**src/hw/keypad_port_consts.vh**
```
// Purpose: constants for the keypad port with change interrupt
// Assumes: APB byte addresses, 32-bit data, registers in low 8 bits
// Notes: definitions only
`ifndef KEYPAD_PORT_CONSTS_VH
`define KEYPAD_PORT_CONSTS_VH
// Register indices as printed; byte address is four times the index
`define IDX_KEYPAD_PORT 8'h06
`define IDX_IRQ_CONTROL 8'h0B
`define IDX_OPTION_CONFIG 8'h81
`define IDX_PIN_DIRECTION 8'h86
`define IDX_EVT_STATUS 8'hC0
`define IDX_EVT_CLEAR 8'hC1
`define IDX_EVT_ENABLE 8'hC2
// Field positions
`define BIT_CHANGE_FLAG 0
`define BIT_CHANGE_IRQ_EN 3
`define BIT_GLOBAL_IRQ_EN 7
`define BIT_PULLUP_OFF_N 7
// Reset values
`define RST_IRQ_CONTROL 8'h00
`define RST_OPTION_CONFIG 8'hFF
`define RST_PIN_DIRECTION 8'hFF
`define RST_LATCH 8'h00
`define RST_EVT_ENABLE 2'h0
`endif

```
**src/hw/change_detect.v**
```verilog
// Purpose: mismatch detector for the upper four keypad pins
// Assumes: pin levels synchronous to clk_in
// Notes: reference reloads on every port access
`timescale 1ns/1ns
`default_nettype none
module change_detect (
   input wire clk_in,
   input wire sys_rst_in,
   input wire [3:0] pins_in,
   input wire [3:0] dir_in,
   input wire refresh_in,
   output wire mismatch_out
);
   reg [3:0] ref_val;
   wire [3:0] diff;
   genvar i;
   always @(posedge clk_in or posedge sys_rst_in) begin
      if (sys_rst_in) begin
         ref_val <= 4'h0;
      end else if (refresh_in) begin
         ref_val <= pins_in;
      end
   end
   generate
      for (i = 0; i < 4; i = i + 1) begin : g_cmp
         assign diff[i] = dir_in[i] & (pins_in[i] ^ ref_val[i]);
      end
   endgenerate
   assign mismatch_out = |diff;
endmodule
`default_nettype wire

```
**src/hw/keypad_port.v**
```verilog
// Purpose: 8-bit bidirectional keypad port with change interrupt, APB slave
// Assumes: pins synchronous to clk_in; zero-wait APB
// Notes: pin output enable is active low
// Behaviour
// - Eight pins, latch and direction bits
// - Direction one releases the pin
// - Direction zero drives the latch
// - Direction resets to all ones
// - Pull-up bit low enables pull-ups
// - Output pins lose their pull-up
// - Option resets to all ones
// - Upper four input pins compared only
// - Compare against pin levels at last port read or write
// - ORed mismatches set change flag
// - Change interrupt can wake sleep
// - Port access ends mismatch
// - Persistent mismatch keeps setting flag
//
// The implementer's own choice: register access over APB.
`timescale 1ns/1ns
`default_nettype none
`include "keypad_port_consts.vh"
module keypad_port (
   input wire clk_in,
   input wire sys_rst_in,
   input wire psel_in,
   input wire penable_in,
   input wire pwrite_in,
   input wire [31:0] paddr_in,
   input wire [31:0] pwdata_in,
   input wire [3:0] pstrb_in,
   output wire [31:0] prdata_out,
   output wire pready_out,
   output wire pslverr_out,
   input wire [7:0] pin_in,
   output reg [7:0] pin_out,
   output reg [7:0] pin_oe_n_out,
   output reg [7:0] pullup_en_out,
   output wire change_irq_out,
   output wire wake_out,
   output wire evt_irq_out
);
   reg [7:0] latch;
   reg [7:0] pin_direction_mask;
   reg [7:0] option_config;
   reg [7:0] irq_control;
   reg [1:0] evt_status;
   reg [1:0] evt_enable;
   reg [31:0] rdata;
   reg slverr;
   reg [7:0] next_rd;
   reg next_hit;
   wire mismatch;
   wire pullup_off_n;
   wire [9:0] idx;
   wire acc;
   wire wr;
   wire port_hit;
   wire irq_hit;
   wire [1:0] evt_set;
   // Access phase of a zero-wait transfer; word index from byte address
   assign acc = psel_in & penable_in;
   assign wr = acc & pwrite_in & pstrb_in[0];
   assign idx = paddr_in[11:2];
   assign port_hit = (idx == {2'h0, `IDX_KEYPAD_PORT});
   assign irq_hit = (idx == {2'h0, `IDX_IRQ_CONTROL});
   assign pready_out = 1'b1;
   assign prdata_out = rdata;
   assign pslverr_out = acc & ~next_hit;
   assign pullup_off_n = option_config[`BIT_PULLUP_OFF_N];
   // Any port read or write refreshes reference
   change_detect u_cd (
      .clk_in(clk_in),
      .sys_rst_in(sys_rst_in),
      .pins_in(pin_in[7:4]),
      .dir_in(pin_direction_mask[7:4]),
      .refresh_in(acc & port_hit),
      .mismatch_out(mismatch)
   );
   // Register writes; set of change flag beats software clear
   always @(posedge clk_in or posedge sys_rst_in) begin
      if (sys_rst_in) begin
         latch <= `RST_LATCH;
         pin_direction_mask <= `RST_PIN_DIRECTION;
         option_config <= `RST_OPTION_CONFIG;
         irq_control <= `RST_IRQ_CONTROL;
      end else begin
         if (wr && port_hit) begin
            latch <= pwdata_in[7:0];
         end
         if (wr && idx == {2'h0, `IDX_PIN_DIRECTION}) begin
            pin_direction_mask <= pwdata_in[7:0];
         end
         if (wr && idx == {2'h0, `IDX_OPTION_CONFIG}) begin
            option_config <= pwdata_in[7:0];
         end
         if (wr && irq_hit) begin
            irq_control <= pwdata_in[7:0];
         end
         if (mismatch) begin
            irq_control[`BIT_CHANGE_FLAG] <= 1'b1;
         end
      end
   end
   // Pin drivers and pull-ups, registered so outputs come from flops
   always @(posedge clk_in or posedge sys_rst_in) begin
      if (sys_rst_in) begin
         pin_out <= 8'h00;
         pin_oe_n_out <= 8'hFF;
         pullup_en_out <= 8'h00;
      end else begin
         pin_out <= latch;
         pin_oe_n_out <= pin_direction_mask;
         pullup_en_out <= pin_direction_mask & {8{~pullup_off_n}};
      end
   end
   assign change_irq_out = irq_control[`BIT_CHANGE_FLAG] &
      irq_control[`BIT_CHANGE_IRQ_EN] & irq_control[`BIT_GLOBAL_IRQ_EN];
   // Wake request ignores global enable, so sleep exits on a key
   assign wake_out = irq_control[`BIT_CHANGE_FLAG] & irq_control[`BIT_CHANGE_IRQ_EN];
   // Sticky events: bit0 port change, bit1 bus error
   assign evt_set = {pslverr_out, mismatch};
   always @(posedge clk_in or posedge sys_rst_in) begin
      if (sys_rst_in) begin
         evt_status <= 2'h0;
         evt_enable <= `RST_EVT_ENABLE;
      end else begin
         if (wr && idx == {2'h0, `IDX_EVT_ENABLE}) begin
            evt_enable <= pwdata_in[1:0];
         end
         if (wr && idx == {2'h0, `IDX_EVT_CLEAR}) begin
            evt_status <= (evt_status & ~pwdata_in[1:0]) | evt_set;
         end else begin
            evt_status <= evt_status | evt_set;
         end
      end
   end
   assign evt_irq_out = |(evt_status & evt_enable);
   // Read mux; clear register is write-only and reads zero
   always @* begin
      next_rd = 8'h00;
      next_hit = 1'b1;
      case (idx)
         {2'h0, `IDX_KEYPAD_PORT}: next_rd = pin_in;
         {2'h0, `IDX_IRQ_CONTROL}: next_rd = irq_control;
         {2'h0, `IDX_OPTION_CONFIG}: next_rd = option_config;
         {2'h0, `IDX_PIN_DIRECTION}: next_rd = pin_direction_mask;
         {2'h0, `IDX_EVT_STATUS}: next_rd = {6'h00, evt_status};
         {2'h0, `IDX_EVT_CLEAR}: next_rd = 8'h00;
         {2'h0, `IDX_EVT_ENABLE}: next_rd = {6'h00, evt_enable};
         default: next_hit = 1'b0;
      endcase
   end
   // Read data taken in setup so it is stable during the access phase
   always @(posedge clk_in or posedge sys_rst_in) begin
      if (sys_rst_in) begin
         rdata <= 32'h0;
         slverr <= 1'b0;
      end else if (psel_in && !penable_in) begin
         rdata <= {24'h0, next_rd};
         slverr <= ~next_hit;
      end
   end
endmodule
`default_nettype wire

```
**config.mk**
```make
export PLATFORM = sky130hd
export DESIGN_NAME = keypad_port
export DESIGN_NICKNAME = d
export VERILOG_FILES = /design/src/hw/change_detect.v /design/src/hw/keypad_port.v
export VERILOG_INCLUDE_DIRS = /design/src /design/src/hw
export SDC_FILE = /design/constraint.sdc
export NUM_CORES = 1
export LEC_CHECK = 0
export BUFFER_PORTS_ARGS = -buffer_cell sky130_fd_sc_hd__clkbuf_2
export CORE_MARGIN = 5
export CORE_UTILIZATION = 45
export DETAILED_ROUTE_END_ITERATION = 7
export GPL_ROUTABILITY_DRIVEN = 0
export PLACE_DENSITY = 0.76
export SLEW_MARGIN = 20
export SYNTH_ARGS = -nofsm -noshare
export SYNTH_HDL_FRONTEND = slang
export SYNTH_SLANG_ARGS = --single-unit
```
**constraint.sdc**
```tcl
create_clock -name clk_in -period 3.6 [get_ports clk_in]
set_input_delay 0.36 -clock clk_in [delete_from_list [all_inputs] [get_ports clk_in]]
set_output_delay 0.36 -clock clk_in [all_outputs]
set_load 0.02 [all_outputs]
```
==> metrics <==
initial antenna violation count 0; static power due to leakage 1.864 nW; maximum fanout along the worst path 12; Final Cell Area 0.003771 sq mm; Max VDD drop 0.1748 mV; overall routing resource usage 16.67%; worst slack, placed 1.047 ns; crit path DAT 1.85 ns; start-to-end type of the worst setup path input port to output pin; drt first-iter violations 143; CTS tree built; buffers added on ports 67; RSZ-0062 raised after global routing no; cell area power density 418.1 mW/mm^2; maximum number of pins on one net before global-route repair 56; final-report max-slew violation count 0; upper clock frequency limit 0.4520 GHz; placed cell area 0.003570 sq mm; remaining routing DRC violations 0; leading cell types in the layout, fill and taps excluded 67 x sky130_fd_sc_hd__clkbuf_2, 48 x sky130_fd_sc_hd__dfrtp_1, 39 x sky130_fd_sc_hd__mux2_2; Mapped Avg Cell Area 13.04 sq um; count of different cell masters after synthesis 47; Placement Rows 31; result of the run finished clean; global-route wire length before repair 11120 microns; number of levels the H-tree was split into 3; most frequent standard cell in the layout excluding fill and tap cells sky130_fd_sc_hd__clkbuf_2; clock network latency to the later pin of the worst-skew pair 0.35 ns; element type at the critical path end output pin; RR Startpoint evt_status[0]$_DFF_PP0_; sequential-to-total area share from yosys stat 56.39%; kind of path behind the tightest hold check input port to async pin; Setup Viol. Count Final 0; CTS root buffer sky130_fd_sc_hd__clkbuf_8; CTS-repair resized insts 0; Starting Density 45.51%; Antenna Nets Post-Route 0; number of synthesized register bits 72; placeable core area 0.007137 sq mm; Layout area overhead 16.10%; cell area after synthesis 0.003248 sq mm; die span in y 94.96 microns; number of optimization iterations in the first detailed-route pass 6; Routed Wire Length 6980 microns; vias in the first global route 2179; cell type contributing the most total cell area after synthesis sky130_fd_sc_hd__dfrtp_1; crit path setup slack, layout 1.388 ns; period utilization 61.45%; Clock Skew 0.008521 ns; share of the synthesized area in the top cell type 36.98%; area of the die 0.009017 sq mm; final cell count without fillers 420; number of diodes 0; timing startpoint of the critical path paddr_in[2]; sum of overflow across all layers after global routing 0; IO Pins 142; transition time at the pin with the least slew margin 0.8874 ns; NumNets Final 397; fraction of final layout cells with drive strength greater than 1 48.60%; final hold viol count 0; setup tns final 0 ns; die extent in x 94.96 microns; relative max-transition margin 40.77%; vias 2172; number of buffers inserted during clock tree synthesis 9; WL/cell 16.62 microns; post-CTS setup buffer count 0; final critical delay including setup and external delays 2.212 ns; CTS clk-pin slew, worst paths 0.08 ns; Sinks on Clock Net 72; total instance count after detailed placement 404; count of fill cells added during filler insertion 642; Final Core Density 52.84%; startpoint type of the worst setup path input port; Max-Cap Viols 0; count of mapped cells out of synthesis 249; critical path data required time 3.24 ns; post-cts hold buffer count 0; post-detail-place hpwl 5105 microns; Via-to-Cell Ratio 5.171; cell types with the largest area share after synthesis sky130_fd_sc_hd__dfrtp_1 37%, sky130_fd_sc_hd__dfstp_2 19%, sky130_fd_sc_hd__mux2_2 14%; CTS Buffer Depth 2; number of warning messages in the yosys log 0
## worst paths after layout
kind	endpoint	slack, ns	cells past startpoint
worst max-delay path	pslverr_out	1.39	5
worst min-delay path	irq_control[7]$_DFFE_PP0P_	0.16	2
worst max register to register	prdata_out[0]$_DFFE_PP0P_	2.35	3
worst min register to register	pin_out[5]$_DFF_PP0_	0.38	0
max in group asynchronous	pin_direction_mask[4]$_DFFE_PP1P_	2.63	3
min in group clk_in	u_cd.ref_val[3]$_DFFE_PP0P_	0.28	2
## cell usage after synthesis (all sizes together)
cell type  number
conb            2
inv             1
a22o            5
nand2          10
xor2            4
a221oi          4
nor2b           9
nor4            2
mux2           39
nor3            1
and2            4
and3b           1
nor2            3
dfstp          24
a222oi          4
a211oi          4
or4bb           4
o221a           1
nand3           3
nor4b           2
dfrtp          48
a21o            1
and3            4
a22oi           2
a31oi           3
o21ai           7
or3             1
nand4b          4
nand4           2
or2             1
nand2b          3
buf            28
clkbuf          7
mux2i           1
or3b            2
and4            1
nor3b           2
o21a            2
o32a            1
or4             2
## power by group
group          total (mW)  internal, mW  switching, mW  leakage, nW
sequential          0.822         0.817        0.00479        0.908
combinational       0.113        0.0322         0.0806        0.859
clock               0.642         0.342          0.300       0.0968
## final cells by class
cell class | instances | area [sq um] | area share, %
clock buffer | 12 | 145.1 | 3.849
timing repair buffer | 68 | 342.8 | 9.091
multi-input combinational | 164 | 1267 | 33.61
inverter | 1 | 5.005 | 0.1327
sequential | 72 | 1832 | 48.57
clock inverter | 4 | 55.05 | 1.460
tap | 99 | 123.9 | 3.285
## sequential cells by signal, summed over array words and instances (netlist names)
signal,cells
irq_control,8
pin_oe_n_out,8
u_cd.ref_val,4
pullup_en_out,8
evt_enable,2
option_config,8
evt_status,2
pin_direction_mask,8
prdata_out,8
pin_out,8
latch,8
## kinds of logic after synthesis
| logic type | share of synthesized area, % |
|---|---|
| flip-flops | 56.39 |
| other | 0.2312 |
| multiplexers | 13.83 |
| XOR/XNOR | 1.078 |
| buffers and inverters | 7.241 |
| AND/OR/NAND/NOR | 13.17 |
| AO/OA/AOI/OAI | 8.051 |
## stage by stage
step                      power [mW]  hold WS (ns)
after floorplan               0.9286        0.3486
after global placement        0.9472        0.3536
after detailed placement      0.9494        0.3576
after CTS                      1.592        0.2616
after global routing           1.643        0.2255
final                          1.577        0.1596
## metal layers
metal,global-route usage (%),vias to the layer above,part of all wire [%]
met2,26.60,85,48
met4,6.971,0,2.1
met3,5.259,15,8.2
met1,20.90,1077,42
met5,0,-,0
li1,-,995,-
## worst max-delay path, stage by stage
cell                       delay (ns)
sky130_fd_sc_hd__clkbuf_2        0.17
sky130_fd_sc_hd__nor3b_2         0.58
sky130_fd_sc_hd__o21ai_0         0.25
sky130_fd_sc_hd__o221a_2         0.33
sky130_fd_sc_hd__clkbuf_2        0.15
No activity file was read; power rests on OpenSTA's default activity.
